`config.mk`:
```
export PLATFORM = sky130hd
export DESIGN_NAME = sch_handler
export DESIGN_NICKNAME = d
export VERILOG_FILES = /design/src/rtl/sch_pkg.sv /design/src/rtl/sch_data_rom.sv /design/src/rtl/sch_pw_check.sv /design/src/rtl/sch_handler.sv
export SDC_FILE = /design/constraint.sdc
export NUM_CORES = 1
export LEC_CHECK = 0
export BUFFER_PORTS_ARGS = -buffer_cell sky130_fd_sc_hd__buf_2
export CAP_MARGIN = 5
export CORE_AREA = 2 2 242 244
export DETAILED_ROUTE_END_ITERATION = 6
export DIE_AREA = 0 0 244 246
export HOLD_SLACK_MARGIN = 0.08
export SLEW_MARGIN = 0
export SYNTH_ARGS = -nofsm -noshare
export SYNTH_HDL_FRONTEND = slang
export SYNTH_SLANG_ARGS = --single-unit
```
`constraint.sdc`:
```
create_clock -name clk -period 4.43 [get_ports clk]
set_input_delay 0.2215 -clock clk [delete_from_list [all_inputs] [get_ports clk]]
set_output_delay 0.2215 -clock clk [all_outputs]
set_load 0.005 [all_outputs]
```
`src/rtl/sch_pkg.sv`:
```
// Constants shared by the health-monitoring command handler and its helpers.
package sch_pkg;
    // Command opcode and sub-operation selectors.
    localparam logic [7:0] CMD_HEALTH      = 8'hb0;
    localparam logic [7:0] SUB_READ_DATA   = 8'hd0;
    localparam logic [7:0] SUB_ENABLE      = 8'hd8;
    localparam logic [7:0] SUB_DISABLE     = 8'hd9;
    // Signature expected in the cylinder registers.
    localparam logic [7:0] SIG_MID         = 8'h4f;
    localparam logic [7:0] SIG_HIGH        = 8'hc2;
    // Status bit positions.
    localparam int unsigned ST_BSY         = 7;
    localparam int unsigned ST_DRDY        = 6;
    localparam int unsigned ST_DF          = 5;
    localparam int unsigned ST_DRQ         = 3;
    localparam int unsigned ST_ERR         = 0;
    // Error and device-select bit positions.
    localparam int unsigned ER_ABRT        = 2;
    localparam int unsigned DV_DEV         = 4;
    // Reset values of the visible registers.
    localparam logic [7:0] STATUS_RST      = 8'h40;
    localparam logic [7:0] ERROR_RST       = 8'h00;
    localparam logic [7:0] DEVSEL_RST      = 8'h00;
    // Data structure layout, byte offsets.
    localparam int unsigned SEC_BYTES      = 512;
    localparam logic [8:0] B_REV_LO        = 9'h000;
    localparam logic [8:0] B_REV_HI        = 9'h001;
    localparam logic [8:0] B_OFFL_STAT     = 9'h16a;
    localparam logic [8:0] B_TEST_STAT     = 9'h16b;
    localparam logic [8:0] B_TIME_LO       = 9'h16c;
    localparam logic [8:0] B_TIME_HI       = 9'h16d;
    localparam logic [8:0] B_ERRLOG_CAP    = 9'h172;
    localparam logic [8:0] B_POLL_SHORT    = 9'h174;
    localparam logic [8:0] B_POLL_EXT      = 9'h175;
    localparam logic [8:0] B_POLL_CONV     = 9'h176;
    localparam logic [8:0] B_CHECKSUM      = 9'h1ff;
    // Password payload layout, word indexes.
    localparam logic [7:0] PW_CTRL_WORD    = 8'h00;
    localparam logic [7:0] PW_FIRST_WORD   = 8'h01;
    localparam logic [7:0] PW_LAST_WORD    = 8'h10;
    localparam int unsigned PW_WORDS       = 16;
    // Handler states.
    typedef enum logic [2:0] {
        SCH_IDLE,
        SCH_EXEC,
        SCH_SEND,
        SCH_PW_RECV,
        SCH_DONE
    } sch_state_t;
endpackage

```
`src/rtl/sch_data_rom.sv`:
```
`timescale 1ns/1ps
// Byte source for the 512-byte health data structure.
module sch_data_rom (
    // Selection.
    input  wire logic [8:0] idx,
    input  wire logic [7:0] checksum,
    // Field contents.
    input  wire logic [15:0] revision,
    input  wire logic [7:0]  offl_status,
    input  wire logic [7:0]  test_status,
    input  wire logic [15:0] offl_time,
    input  wire logic        errlog_supported,
    input  wire logic [7:0]  poll_short,
    input  wire logic [7:0]  poll_ext,
    input  wire logic [7:0]  poll_conv,
    // Selected byte.
    output logic [7:0]       byte_out
);
    // Fixed fields come from inputs; every other byte reads as zero.
    always_comb begin
        unique case (idx)
            sch_pkg::B_REV_LO:     byte_out = revision[7:0];
            sch_pkg::B_REV_HI:     byte_out = revision[15:8];
            sch_pkg::B_OFFL_STAT:  byte_out = offl_status;
            sch_pkg::B_TEST_STAT:  byte_out = test_status;
            sch_pkg::B_TIME_LO:    byte_out = offl_time[7:0];
            sch_pkg::B_TIME_HI:    byte_out = offl_time[15:8];
            sch_pkg::B_ERRLOG_CAP: byte_out = {7'h00, errlog_supported};
            sch_pkg::B_POLL_SHORT: byte_out = poll_short;
            sch_pkg::B_POLL_EXT:   byte_out = poll_ext;
            sch_pkg::B_POLL_CONV:  byte_out = poll_conv;
            sch_pkg::B_CHECKSUM:   byte_out = checksum;
            default:               byte_out = 8'h00;
        endcase
    end
endmodule

```
`src/rtl/sch_pw_check.sv`:
```
`timescale 1ns/1ps
// Compares an incoming password payload with the stored user or master password.
module sch_pw_check #(
    parameter int unsigned WORDS = 16
) (
    // Clock and reset.
    input  wire logic        clk,
    input  wire logic        rstn,
    // Payload stream.
    input  wire logic        start,
    input  wire logic        word_vld,
    input  wire logic [7:0]  word_idx,
    input  wire logic [15:0] word_data,
    // Stored passwords.
    input  wire logic [WORDS*16-1:0] user_pw,
    input  wire logic [WORDS*16-1:0] master_pw,
    // Comparison result.
    output logic             match
);
    logic       use_master_q;  // Identifier bit from the control word.
    logic       use_master_d;
    logic       mism_q;        // Any password word differed so far.
    logic       mism_d;
    logic [15:0] ref_word;     // Stored word selected for this index.
    logic [7:0]  rel_idx;      // Index within the password field.

    // Selects the stored word and tracks any mismatch.
    always_comb begin
        use_master_d = use_master_q;
        mism_d       = mism_q;
        rel_idx      = word_idx - sch_pkg::PW_FIRST_WORD;
        ref_word     = 16'h0000;
        if (rel_idx < WORDS[7:0]) begin
            ref_word = use_master_q ? master_pw[rel_idx*16 +: 16] : user_pw[rel_idx*16 +: 16];
        end
        if (start) begin
            use_master_d = 1'b0;
            mism_d       = 1'b0;
        end else if (word_vld && word_idx == sch_pkg::PW_CTRL_WORD) begin
            use_master_d = word_data[0];
        end else if (word_vld && word_idx >= sch_pkg::PW_FIRST_WORD && word_idx <= sch_pkg::PW_LAST_WORD) begin
            if (word_data != ref_word) begin
                mism_d = 1'b1;
            end
        end
    end

    // Registers the comparison state.
    always_ff @(posedge clk) begin
        if (!rstn) begin
            use_master_q <= 1'b0;
            mism_q       <= 1'b0;
        end else begin
            use_master_q <= use_master_d;
            mism_q       <= mism_d;
        end
    end

    // A full payload matches when no password word differed.
    assign match = !mism_q;
endmodule

```
`src/rtl/sch_handler.sv`:
```
`timescale 1ns/1ps
// Health-monitoring command handler with password-disable payload checking.
module sch_handler #(
    parameter logic [15:0] REVISION     = 16'h0001,
    parameter logic [7:0]  POLL_SHORT   = 8'h02,
    parameter logic [7:0]  POLL_EXT     = 8'h0a,
    parameter logic [7:0]  POLL_CONV    = 8'h05,
    parameter logic [15:0] OFFL_TIME    = 16'h0000,
    parameter int unsigned PW_WORDS     = 16
) (
    // Clock and reset.
    input  wire logic        clk,
    input  wire logic        rstn,
    // Task-file inputs.
    input  wire logic        cmd_wr,
    input  wire logic [7:0]  cmd_code,
    input  wire logic [7:0]  features,
    input  wire logic [7:0]  lba_mid,
    input  wire logic [7:0]  lba_high,
    input  wire logic        devsel_wr,
    input  wire logic [7:0]  devsel_wdata,
    // Device conditions.
    input  wire logic [7:0]  offl_status,
    input  wire logic [7:0]  test_status,
    input  wire logic        errlog_supported,
    // Password disable payload stream, lock request and stored passwords.
    input  wire logic        pw_start,
    input  wire logic        pw_word_vld,
    input  wire logic [15:0] pw_word,
    input  wire logic        lock_set,
    input  wire logic [PW_WORDS*16-1:0] user_pw,
    input  wire logic [PW_WORDS*16-1:0] master_pw,
    // Data-in stream to the host.
    input  wire logic        rd_ack,
    output logic [7:0]       rd_byte,
    output logic             rd_vld,
    // Task-file outputs.
    output logic [7:0]       task_completion_status,
    output logic [7:0]       task_error,
    output logic [7:0]       task_device_select,
    // Device state.
    output logic             health_enabled,
    output logic             lock_active,
    output logic             pw_done
);
    // Registered state; each _d is the next value of its _q.
    sch_pkg::sch_state_t state_q, state_d;  // Command phase.
    logic [7:0]  status_q,  status_d;       // Status register.
    logic [7:0]  error_q,   error_d;        // Error register.
    logic [7:0]  devsel_q,  devsel_d;       // Device select register.
    logic        en_q,      en_d;           // Feature enabled flag.
    logic        lock_q,    lock_d;         // Lock mode.
    logic [7:0]  feat_q,    feat_d;         // Latched sub-operation.
    logic        sig_ok_q,  sig_ok_d;       // Latched signature check.
    logic [8:0]  idx_q,     idx_d;          // Byte index of the sector.
    logic [7:0]  sum_q,     sum_d;          // Running byte sum.
    logic [7:0]  rd_byte_q, rd_byte_d;      // Byte presented to the host.
    logic        rd_vld_q,  rd_vld_d;       // Byte valid.
    logic [7:0]  pw_idx_q,  pw_idx_d;       // Payload word counter.
    logic        pw_done_q, pw_done_d;      // Payload finished pulse.
    logic [7:0]  rom_byte;                  // Structure byte at idx_d.
    logic        pw_match;                  // Password compare result.
    logic [7:0]  chk;                       // Checksum for the last byte.

    // Status shown while a command runs: busy set, ready carried over, the rest clear.
    function automatic logic [7:0] busy_status(input logic [7:0] cur);
        logic [7:0] st;  // Status being built.
        st                   = 8'h00;
        st[sch_pkg::ST_BSY]  = 1'b1;
        st[sch_pkg::ST_DRDY] = cur[sch_pkg::ST_DRDY];
        return st;
    endfunction

    // Checksum is the two's complement of the sum of the first 511 bytes.
    // It only replaces the table's own byte at the last position of the sector.
    assign chk = 8'h00 - sum_q;

    // Structure contents.
    // The table is addressed by the next index, so each byte is ready with it.
    sch_data_rom u_rom (
        .idx              (idx_d),
        .checksum         (chk),
        .revision         (REVISION),
        .offl_status      (offl_status),
        .test_status      (test_status),
        .offl_time        (OFFL_TIME),
        .errlog_supported (errlog_supported),
        .poll_short       (POLL_SHORT),
        .poll_ext         (POLL_EXT),
        .poll_conv        (POLL_CONV),
        .byte_out         (rom_byte)
    );

    // Password payload comparison.
    // It shares the word counter that also ends the payload.
    sch_pw_check #(
        .WORDS (PW_WORDS)
    ) u_pw (
        .clk       (clk),
        .rstn      (rstn),
        .start     (pw_start),
        .word_vld  (pw_word_vld),
        .word_idx  (pw_idx_q),
        .word_data (pw_word),
        .user_pw   (user_pw),
        .master_pw (master_pw),
        .match     (pw_match)
    );

    // Next-state logic for the whole handler.
    // Every register except pw_done_q keeps its value unless a branch below changes it; pw_done_q defaults to zero.
    always_comb begin
        state_d   = state_q;
        status_d  = status_q;
        error_d   = error_q;
        devsel_d  = devsel_q;
        en_d      = en_q;
        lock_d    = lock_q;
        feat_d    = feat_q;
        sig_ok_d  = sig_ok_q;
        idx_d     = idx_q;
        sum_d     = sum_q;
        rd_byte_d = rd_byte_q;
        rd_vld_d  = rd_vld_q;
        pw_idx_d  = pw_idx_q;
        pw_done_d = 1'b0;
        unique case (state_q)
            sch_pkg::SCH_IDLE: begin
                // Device select is only written while idle.
                if (devsel_wr) begin
                    devsel_d = devsel_wdata;
                end
                // A payload start wins over a command written in the same cycle.
                if (pw_start) begin
                    // Busy for the whole payload; an old abort must not leak into this result.
                    pw_idx_d = 8'h00;
                    status_d = busy_status(status_q);
                    error_d  = 8'h00;
                    state_d  = sch_pkg::SCH_PW_RECV;
                end else if (cmd_wr && cmd_code == sch_pkg::CMD_HEALTH) begin
                    // Features and signature are captured now, so later writes cannot disturb them.
                    feat_d   = features;
                    sig_ok_d = (lba_mid == sch_pkg::SIG_MID) && (lba_high == sch_pkg::SIG_HIGH);
                    status_d = busy_status(status_q);
                    error_d  = 8'h00;
                    state_d  = sch_pkg::SCH_EXEC;
                end
            end
            sch_pkg::SCH_EXEC: begin
                // Abort on bad signature, unmet prerequisite or unknown selector.
                // The signature and ready checks come first and cover every selector.
                state_d = sch_pkg::SCH_DONE;
                if (!sig_ok_q || !status_q[sch_pkg::ST_DRDY]) begin
                    error_d[sch_pkg::ER_ABRT] = 1'b1;
                end else begin
                    unique case (feat_q)
                        sch_pkg::SUB_READ_DATA: begin
                            // Read: byte 0 is fetched here so it already stands when valid rises.
                            if (en_q) begin
                                idx_d    = 9'h000;
                                sum_d    = 8'h00;
                                rd_byte_d = rom_byte;
                                rd_vld_d = 1'b1;
                                status_d[sch_pkg::ST_DRQ] = 1'b1;
                                state_d  = sch_pkg::SCH_SEND;
                            end else begin
                                // Reading is refused while the feature is off.
                                error_d[sch_pkg::ER_ABRT] = 1'b1;
                            end
                        end
                        sch_pkg::SUB_ENABLE: begin
                            // Enable needs only the signature and the ready bit, already checked above.
                            en_d = 1'b1;
                        end
                        sch_pkg::SUB_DISABLE: begin
                            // Disable is refused unless the feature is on.
                            if (en_q) begin
                                en_d = 1'b0;
                            end else begin
                                error_d[sch_pkg::ER_ABRT] = 1'b1;
                            end
                        end
                        default: begin
                            // Any other selector is unknown and aborts.
                            error_d[sch_pkg::ER_ABRT] = 1'b1;
                        end
                    endcase
                end
            end
            sch_pkg::SCH_SEND: begin
                // One byte per host acknowledge, 512 bytes in all.
                if (rd_ack) begin
                    sum_d = sum_q + rd_byte_q;
                    // The byte just taken was the last one: drop valid and finish.
                    if (idx_q == 9'(sch_pkg::SEC_BYTES - 1)) begin
                        rd_vld_d = 1'b0;
                        state_d  = sch_pkg::SCH_DONE;
                    end else begin
                        // The last byte takes the negated running sum instead of the table byte.
                        idx_d     = idx_q + 9'h001;
                        rd_byte_d = (idx_d == sch_pkg::B_CHECKSUM) ? (8'h00 - sum_d) : rom_byte;
                    end
                end
            end
            sch_pkg::SCH_PW_RECV: begin
                // Count payload words; decide after the last one.
                if (pw_word_vld) begin
                    // The compare is final here; the reserved tail words are only counted.
                    if (pw_idx_q == 8'hff) begin
                        state_d   = sch_pkg::SCH_DONE;
                        pw_done_d = 1'b1;
                        if (pw_match) begin
                            lock_d = 1'b0;
                        end else begin
                            // A wrong password leaves lock mode as it was and aborts.
                            error_d[sch_pkg::ER_ABRT] = 1'b1;
                        end
                    end else begin
                        pw_idx_d = pw_idx_q + 8'h01;
                    end
                end
            end
            sch_pkg::SCH_DONE: begin
                // Completion: busy, fault and request cleared, ready set.
                status_d = 8'h00;
                status_d[sch_pkg::ST_DRDY] = 1'b1;
                status_d[sch_pkg::ST_ERR]  = error_q[sch_pkg::ER_ABRT];
                // The device select keeps the value written before the command.
                devsel_d = devsel_q;
                state_d  = sch_pkg::SCH_IDLE;
            end
            default: begin
                state_d = sch_pkg::SCH_IDLE;
            end
        endcase
        // Lock mode can be raised by the set-password path at any time.
        // It is applied last so that a set in the same cycle as an unlock wins.
        if (lock_set) begin
            lock_d = 1'b1;
        end
    end

    // Registers the handler state.
    // Reset is synchronous, so it only takes effect on a clock edge.
    always_ff @(posedge clk) begin
        if (!rstn) begin
            state_q   <= sch_pkg::SCH_IDLE;
            status_q  <= sch_pkg::STATUS_RST;
            error_q   <= sch_pkg::ERROR_RST;
            devsel_q  <= sch_pkg::DEVSEL_RST;
            en_q      <= 1'b0;
            lock_q    <= 1'b0;
            feat_q    <= 8'h00;
            sig_ok_q  <= 1'b0;
            idx_q     <= 9'h000;
            sum_q     <= 8'h00;
            rd_byte_q <= 8'h00;
            rd_vld_q  <= 1'b0;
            pw_idx_q  <= 8'h00;
            pw_done_q <= 1'b0;
        end else begin
            state_q   <= state_d;
            status_q  <= status_d;
            error_q   <= error_d;
            devsel_q  <= devsel_d;
            en_q      <= en_d;
            lock_q    <= lock_d;
            feat_q    <= feat_d;
            sig_ok_q  <= sig_ok_d;
            idx_q     <= idx_d;
            sum_q     <= sum_d;
            rd_byte_q <= rd_byte_d;
            rd_vld_q  <= rd_vld_d;
            pw_idx_q  <= pw_idx_d;
            pw_done_q <= pw_done_d;
        end
    end

    // All outputs come straight from registers.
    // Nothing is decoded on the way out, so no output can glitch between edges.
    assign rd_byte                = rd_byte_q;
    assign rd_vld                 = rd_vld_q;
    assign task_completion_status = status_q;
    assign task_error             = error_q;
    assign task_device_select     = devsel_q;
    assign health_enabled         = en_q;
    assign lock_active            = lock_q;
    assign pw_done                = pw_done_q;
endmodule

```
==> metrics.cfg, run 1 <==
[worst_setup_path]
path_cells = ha_1, and4_1, and4_1, ha_1, nand2b_1, nor2_8, a21oi_2, a32oi_1, nor4_1, nand2_1, nand3b_4, o21ai_2, o31ai_1
crit_path_end_kind = flip-flop
critPathMaxFanout = 11
cpPeakStageDelay_ns = 0.49
rrSetupSlack_ns = 0.61
cp_top_family = simple AND/OR/NAND/NOR gates
crit_arrival_ns = 4.07
r2r.worst_path.cells = 13
required_ns = 4.68
r2r_start = idx_q[0]
path_depth = 13
worstSetupStartpointType = flip-flop
cp_slowest_cell = nor4_1
crit_type = flip-flop to flip-flop
crit_buf_inv = 0
reg2reg_to = rd_byte[5]

[sta]
fin_crit_ns = 3.825
rsz0062_at_grt = false
finalHoldViolCount = 0
post-route-period-util_pct = 86.33
timing.final.ws_setup_ns = 0.6054
maxSlewViolCount = 0
setup-violations-final = 0
max_slew_margin_pct = 31.90
timing.hold.ws_ns = 0.1051
clock.fmax_ghz = 0.2615
tightest_slew_ns = 1.014
tns_ns = 0
skew_ns = 0.01628

[placement]
dp_slack_ns = 0.6882
dp_hpwl_mm = 55.84
globalplace.congestion = 0.9873
place.port_buffers = 617

[final_layout]
area_growth_pct = 48.33
fin_util_pct = 22.71
layout.cells.most_common = buf_2
final_nets = 2066
drive_gt1_share_pct = 56.29
layout_common_cells = 617 x buf_2, 133 x mux4_2, 88 x nand2_1

[drt]
via_per_inst = 4.681
drc_errors = 0
drtIter0Drc = 865
route.vias.total = 10660
avgRoutedWirePerCell_um = 27.50
dr.pass1.iters = 6
ant_nets = 0
routed_wl_mm = 62.59

[clocking]
cts_resized = 0
clock_path_buffers = 2
cts_tree = yes
clock_latency_ns = 0.35
root_buffer = clkbuf_16
clk_pin_slew_ns = 0.07
hold_buffers = 0
numClockSinks = 64
post_cts_buffers = 0
numCtsBuffers = 9
htreeDepth = 3

[global_routing]
grt_use_total_pct = 20.03
grt_max_degree = 67
antenna_found_initial = 96
grt_overflow = 0
grt_pass1_wl_mm = 83.50
grt_pass1_vias = 10400

[yosys]
synth_edf_count = 0
synth_async_sr_flop_share_pct = 0
ys_ff_latch = 64
synth_area_leaders = mux4_2 34%, dfxtp_1 15%, nand2_1 3.8%
synth.distinct_cells = 89
synth_top_area_share_pct = 34.10
postSynthCellCount = 875
synth-main-ff-cell = dfxtp_1
ys_seq_area_share_pct = 14.59
syn-cell-area_um2 = 8783
ys.warnings.count = 0
synth_top_area_cell = mux4_2
avgSynthCellArea_um2 = 10.04

[worst_hold_path]
hold_path.class = primary input to flip-flop
min_to = lock_active
hp-start = lock_set
holdPathStages = 3

[die]
num_rows = 88
ioPinCount = 629
fp.dieW_um = 244
die_y_um = 246
core_area_um2 = 57370
die_area_um2 = 60020
start_util_pct = 15.31

[power]
p_per_area_nw_per_um2 = 235.4
ir_drop_uv = 172.2
p_leak_nw = 5.567

[run]
maxCapViolCount = 0

[status]
outcome = finished clean

[state kept, by name, summed over array words and instances, names as in the netlist, 3 cells and up]
register / count
idx_q: 9
rd_byte: 8
feat_q: 8
task_device_select: 8
state_q: 3
sum_q: 8
task_completion_status: 4
pw_idx_q: 8
[per-stage QoR]
step / instance area (um^2) / total power (W) / instances
finish: 13030 / 0.003067 / 2276
floorplan: 8821 / 0.001677 / 885
CTS: 12910 / 0.003114 / 2227
global route: 12970 / 0.003264 / 2252
detailed placement: 12580 / 0.002300 / 2211
global placement: 12580 / 0.002293 / 2211
[logic make-up (layout without fill, tap and decap cells)]
group,count (synthesis),after routing,synth area share (%)
AND/OR/NAND/NOR,293,293,17.07
multiplexers,180,180,41.55
AO/OA/AOI/OAI,179,179,13.52
buffers and inverters,104,681,6.980
flip-flops,64,64,14.59
XOR/XNOR,37,37,3.775
adder cells (fa/ha/maj),17,17,2.479
other,1,60,0.04269
[worst max-delay path by stage]
stage                   to        start  slack [ns]
2_1_floorplan  u_pw.mism_q  pw_idx_q[0]        1.07
3_3_place_gp    rd_byte[4]     idx_q[0]        0.78
3_5_place_dp    rd_byte[5]     idx_q[1]        0.69
4_1_cts         rd_byte[5]     idx_q[0]        0.63
5_1_grt         rd_byte[5]     idx_q[0]        0.31
6_report        rd_byte[5]     idx_q[0]        0.61
[cell type report]
| class | count | area [um^2] |
|---|---|---|
| Fill cell | 6391 | 44340 |
| Multi-Input combinational cell | 717 | 6945 |
| Timing Repair Buffer | 640 | 3298 |
| Sequential cell | 64 | 1289 |
| Tap cell | 765 | 957.2 |
| Clock buffer | 10 | 250.2 |
| Antenna cell | 49 | 122.6 |
| Inverter | 25 | 93.84 |
| Clock inverter | 6 | 72.57 |
[cells in the mapped netlist (all sizes together), types with 5 or more instances]
| cell | number |
|---|---|
| mux4 | 144 |
| nand2 | 88 |
| nor2 | 78 |
| dfxtp | 64 |
| a21oi | 56 |
| buf | 54 |
| o21ai | 39 |
| mux2i | 32 |
| nor3 | 27 |
| clkbuf | 25 |
| inv | 24 |
| xnor2 | 21 |
| xor2 | 16 |
| ha | 15 |
| nand4 | 15 |
| nand3 | 14 |
| a211oi | 13 |
| a22oi | 12 |
| and2 | 9 |
| and3 | 8 |
| or3 | 8 |
| a31oi | 7 |
| nor2b | 7 |
| o31ai | 6 |
| a2111oi | 5 |
| nor3b | 5 |
| nor4 | 5 |
| o211ai | 5 |
[routing by layer]
metal | global-route usage (%) | vias to the layer above | wire [um]
li1 | - | 4688 | -
met1 | 21.95 | 5118 | 22400
met2 | 34.80 | 634 | 30870
met3 | 7.004 | 173 | 5998
met4 | 9.057 | 42 | 3046
met5 | 0 | - | 283
[report_power, final]
group	internal (W)	total (W)	switching (W)	leakage, nW
Combinational	0.000739	0.00158	0.000837	4.89
Sequential	0.000628	0.000701	0.0000735	0.520
Clock	0.000476	0.000790	0.000314	0.155
Total	0.00184	0.00307	0.00122	5.57
[tightest hold or removal path, stage by stage]
cell,delay (ns)
buf_2,0.10
inv_1,0.04
a21oi_1,0.05
Note: power is estimated with default switching activity, not from simulation.
==> inputs of run 2 (changes only) <==
--- a/config.mk
+++ b/config.mk
@@ -8,7 +8,7 @@
 export BUFFER_PORTS_ARGS = -buffer_cell sky130_fd_sc_hd__buf_2
 export CAP_MARGIN = 5
-export CORE_AREA = 2 2 242 244
+export CORE_AREA = 8 8 241 243
 export DETAILED_ROUTE_END_ITERATION = 6
-export DIE_AREA = 0 0 244 246
+export DIE_AREA = 0 0 249 251
 export HOLD_SLACK_MARGIN = 0.08
 export SLEW_MARGIN = 0
==> constraint.sdc (replaced) <==
create_clock -name clk -period 4.43 [get_ports clk]
set_input_delay 0.886 -clock clk [delete_from_list [all_inputs] [get_ports clk]]
set_output_delay 0.886 -clock clk [all_outputs]
set_load 0.005 [all_outputs]
==> run 2 against run 1 <==
Effect of this change:
- routed wire length increased by 5.8%
- setup slack improved by 0.017 ns
- hold slack improved by 0.35 ns
- global-route usage increased by 0.11 points
- largest power group unchanged
==> metrics.cfg, run 2 (synthesis gave the netlist of run 1 again) <==
[power]
ir_drop_uv = 172.4
p_switching_w = 0.001240
netSwitchingFraction_pct = 41.04
p_per_area_nw_per_um2 = 234.8
clockPowerShare_pct = 23.5
p_leak_nw = 5.543
p_seq_share_pct = 23.2
p_int_w = 0.001782
p_comb_share_pct = 53.2

[clocking]
clk_pin_slew_ns = 0.07
post_cts_buffers = 0
cts_tree = yes
clock_latency_ns = 0.35
numCtsBuffers = 9
htreeDepth = 3
numClockSinks = 64
clock_path_buffers = 2
hold_buffers = 0
root_buffer = clkbuf_16
cts_resized = 0

[drt]
dr.pass1.iters = 5
wl_met2_mm = 33.84
via_per_inst = 4.920
top_layer = met5
routedLengthMet1_mm = 24.18
routed_wl_mm = 66.21
avgRoutedWirePerCell_um = 30.12
ant_nets = 0
drc_errors = 0
drtIter0Drc = 957
route.vias.total = 10820
route.met3.wl_mm = 5.698

[sta]
finalHoldViolCount = 0
post-route-period-util_pct = 85.95
max_slew_margin_pct = 30.23
timing.final.ws_setup_ns = 0.6226
clock.fmax_ghz = 0.2626
skew_ns = 0.01455
setup-violations-final = 0
fin_crit_ns = 3.807
tightest_slew_ns = 1.046
rsz0062_at_grt = false
tns_ns = 0
maxSlewViolCount = 0

[die]
num_rows = 86
ioPinCount = 629
die_y_um = 251
start_util_pct = 16.16
core_area_um2 = 54340
die_area_um2 = 62500
fp.dieW_um = 249

[worst_setup_path]
cp_top_family = simple AND/OR/NAND/NOR gates
crit_top_cell = and4_1
crit_buf_inv = 0
cp_slowest_cell = dfxtp_1
required_ns = 4.67
critPathMaxFanout = 9
path_depth = 13
crit_type = flip-flop to flip-flop
cpPeakStageDelay_ns = 0.46
path_cells = ha_1, and4_1, and4_1, ha_1, nand2b_1, nor2_8, a21oi_2, a32oi_1, nor3_2, and4_1, nand3b_4, o21ai_2, o31ai_1
crit_path_end_kind = flip-flop
worstSetupStartpointType = flip-flop
r2r.worst_path.cells = 13
crit_arrival_ns = 4.04

[global_routing]
grt_max_degree = 72
grt_overflow = 0
antenna_found_initial = 99
grt_pass1_vias = 11050
grt_pass1_wl_mm = 89.68
grt_use_total_pct = 20.14

[run]
maxCapViolCount = 0

[final_layout]
layout_common_cells = 617 x buf_2, 133 x mux4_2, 88 x nand2_1
fillers = 5908
area_growth_pct = 46.57
layout.cells.most_common = buf_2
final_nets = 2065
largest_register = idx_q
largest_register_ffs = 9
fin_util_pct = 23.69
drive_gt1_share_pct = 56.26

[placement]
place.port_buffers = 617
globalplace.congestion = 1.009
dp_slack_ns = 0.6679
dp_hpwl_mm = 59.28

[worst_hold_path]
hold_path.class = flip-flop to flip-flop
holdPathStages = 2

[status]
outcome = finished clean

run 2: cell types whose count changed in the layout (fill, tap and decap cells not counted):
| cell | delta |
|---|---|
| clkinv_2 | +1 |
| diode_2 | -16 |
| bufinv_16 | -1 |
| buf_4 | -1 |
| clkbuf_16 | -1 |
| clkbuf_8 | +2 |
| clkinv_4 | -1 |
run 2: power by group through the flow:
stage	clock network, W	logic, W	registers (W)
floorplan	0	0.00100	0.000674
CTS	0.000737	0.00162	0.000702
global placement	0	0.00161	0.000712
detailed placement	0	0.00162	0.000714
finish	0.000711	0.00161	0.000703
global route	0.000764	0.00174	0.000714
run 2: metrics by stage:
step	hold WS, ns	std cells	cell area [um^2]	power, W
finish	0.4581	2198	12870	0.003023
global route	0.4785	2180	12830	0.003222
CTS	0.4603	2165	12790	0.003064
detailed placement	0.4509	2149	12500	0.002333
global placement	0.4394	2149	12500	0.002321
floorplan	0.4527	885	8821	0.001677
run 2: layer usage:
metal  GRT usage (%)  up-vias
li1                -     4660
met5               0        -
met1           22.16     5258
met4           6.258       24
met3           6.661      168
met2           36.47      705
run 2: worst paths after layout:
kind / startpoint / endpoint / slack (ns)
max reg2reg: idx_q[1] / rd_byte[4] / 0.62
min reg2reg: task_device_select[4] / task_device_select[4] / 0.46
min: task_device_select[4] / task_device_select[4] / 0.46
max: idx_q[1] / rd_byte[4] / 0.62
run 2: area by class of cell:
class	instances	area (um^2)	area share, %
multi-input cells	717	6945	53.95
repair buffers	639	3291	25.56
flip-flops and latches	64	1289	10.01
well taps	704	880.8	6.842
clock buffers	11	252.7	1.963
inverters	25	93.84	0.7289
diodes	33	82.58	0.6415
clock inverters	5	38.79	0.3013
run 2: worst reg2reg max path, cell delays in order, from the launching register on:
cell and delay, ns:
dfxtp_1 0.46, ha_1 0.31, and4_1 0.28, and4_1 0.24, ha_1 0.23, nand2b_1 0.31, nor2_8 0.07, a21oi_2 0.31
a32oi_1 0.26, nor3_2 0.20, and4_1 0.40, nand3b_4 0.20, o21ai_2 0.12, o31ai_1 0.31
==> inputs of run 3 (changes only) <==
- RECOVER_POWER: unset -> 100
==> run 3 against run 2 <==
Effect of this change:
- the run now ends with max-capacitance violations, max-slew violations left
- sequential share of layout area about the same
- via count decreased by 0.29%
- clock-buffer cell count unchanged
- die area unchanged
- register-to-register slack about the same
- non-clock buffer count unchanged
- core utilization decreased by 0.11 points
- hold slack about the same
- total power decreased by 0.56%
- critical path depth unchanged
- largest power group unchanged
- highest routed layer unchanged
==> metrics.cfg, run 3 (synthesis gave the netlist of run 1 again) <==
[status]
outcome = finished, violations left
violations = max-capacitance violations, max-slew violations

[placement]
placed_cell_area_um2 = 12500
dp_hpwl_mm = 59.28
place.port_buffers = 617
globalplace.congestion = 1.009

[power]
p_per_area_nw_per_um2 = 234.6
ir_drop_uv = 171.7
p_leak_nw = 5.446

[clocking]
numClockSinks = 64
post_cts_buffers = 0
hold_buffers = 0
cts_resized = 0
root_buffer = clkbuf_16
cts_tree = yes
htreeDepth = 3
clock_latency_ns = 0.34
numCtsBuffers = 9
clk_pin_slew_ns = 0.06
clock_path_buffers = 2

[die]
ioPinCount = 629
fp.dieW_um = 249
num_rows = 86
die_area_um2 = 62500
core_area_um2 = 54340
start_util_pct = 16.16
die_y_um = 251

[final_layout]
fin_util_pct = 23.58
design_area_um2 = 12810
layout.cells.most_common = buf_2
layout_common_cells = 595 x buf_2, 133 x mux4_2, 88 x nand2_1
largest_register_ffs = 9
drive_gt1_share_pct = 54.41
final_nets = 2065
area_growth_pct = 45.88
largest_register = idx_q

[worst_setup_path]
required_ns = 4.64
worstSetupStartpointType = flip-flop
crit_path_end_kind = flip-flop
critPathMaxFanout = 9
crit_arrival_ns = 4.01
crit_type = flip-flop to flip-flop
startpoint = idx_q[1]
r2r_start = idx_q[1]
rrSetupSlack_ns = 0.63

[sta]
max_slew_margin_pct = -14.13
skew_ns = 0.01100
tns_ns = 0
timing.hold.ws_ns = 0.4585
maxSlewViolCount = 47
post-route-period-util_pct = 85.73
tightest_slew_ns = 1.710
fin_crit_ns = 3.798
rsz0062_at_grt = false
setup-violations-final = 0
clock.fmax_ghz = 0.2633
finalHoldViolCount = 0

[worst_hold_path]
hold_path.class = flip-flop to flip-flop
hp-start = task_device_select[1]

[global_routing]
grt_pass1_vias = 11050
antenna_found_initial = 99
grt_use_total_pct = 20.14
grt_max_degree = 72
grt_pass1_wl_mm = 89.68
grt_overflow = 0

[drt]
drtIter0Drc = 885
via_per_inst = 4.913
drc_errors = 0
routed_wl_mm = 66.24
avgRoutedWirePerCell_um = 30.18
route.vias.total = 10780
ant_nets = 0
dr.pass1.iters = 5

[run]
maxCapViolCount = 1

run 3: cell types whose count changed in the layout (fill, tap and decap cells not counted), moves of 3 or more:
| cell | previous run | this run |
|---|---|---|
| diode_2 | 33 | 30 |
| and2_1 | 8 | 5 |
| and2_0 | 0 | 3 |
| buf_2 | 617 | 595 |
| clkbuf_1 | 0 | 23 |
run 3: final timing paths:
path / endpoint / depth (start not counted)
setup / recovery: rd_byte[4] / 13
setup reg to reg: rd_byte[4] / 13
hold reg to reg: task_device_select[1] / 2
hold / removal: task_device_select[1] / 2
run 3: where the power goes:
| part | internal, W | total, W | leakage [nW] | switching [W] |
|---|---|---|---|---|
| Combinational | 0.000727 | 0.00160 | 4.78 | 0.000869 |
| Clock | 0.000413 | 0.000707 | 0.143 | 0.000293 |
| Sequential | 0.000628 | 0.000703 | 0.519 | 0.0000743 |
run 3: critical path, cell delays in order, from the launching register on:
cell and delay [ns]:
dfxtp_1 0.46, ha_1 0.32, and4_1 0.29, and4_1 0.24
ha_1 0.23, nand2b_1 0.31, or2_0 0.48, nor2_1 0.07
nor2_1 0.22, nor3_1 0.11, and4_1 0.30, nand3b_1 0.21
o21ai_2 0.29, o31ai_1 0.13
run 3: cell type report:
type / instances / area, um^2
diodes: 30 / 75.07
clock buffers: 11 / 252.7
clock inverters: 5 / 38.79
fillers: 5928 / 41530
inverters: 25 / 93.84
multi-input cells: 717 / 6928
flip-flops and latches: 64 / 1285
well taps: 704 / 880.8
repair buffers: 639 / 3259
run 3: per-stage QoR:
| step | setup WS (ns) | power [W] | cells |
|---|---|---|---|
| finish | 0.6323 | 0.003006 | 2195 |
| global route | 0.2000 | 0.003205 | 2180 |
| CTS | 0.6628 | 0.003064 | 2165 |
| detailed placement | 0.6679 | 0.002333 | 2149 |
| global placement | 0.7719 | 0.002321 | 2149 |
| floorplan | 1.075 | 0.001677 | 885 |
run 3: metal layers:
metal / vias to the layer above / wire length [um] / GRT usage (%)
met3: 175 / 5724 / 6.661
met4: 24 / 2369 / 6.258
met2: 674 / 33860 / 36.47
li1: 4651 / - / -
met1: 5260 / 24130 / 22.16
met5: - / 151 / 0
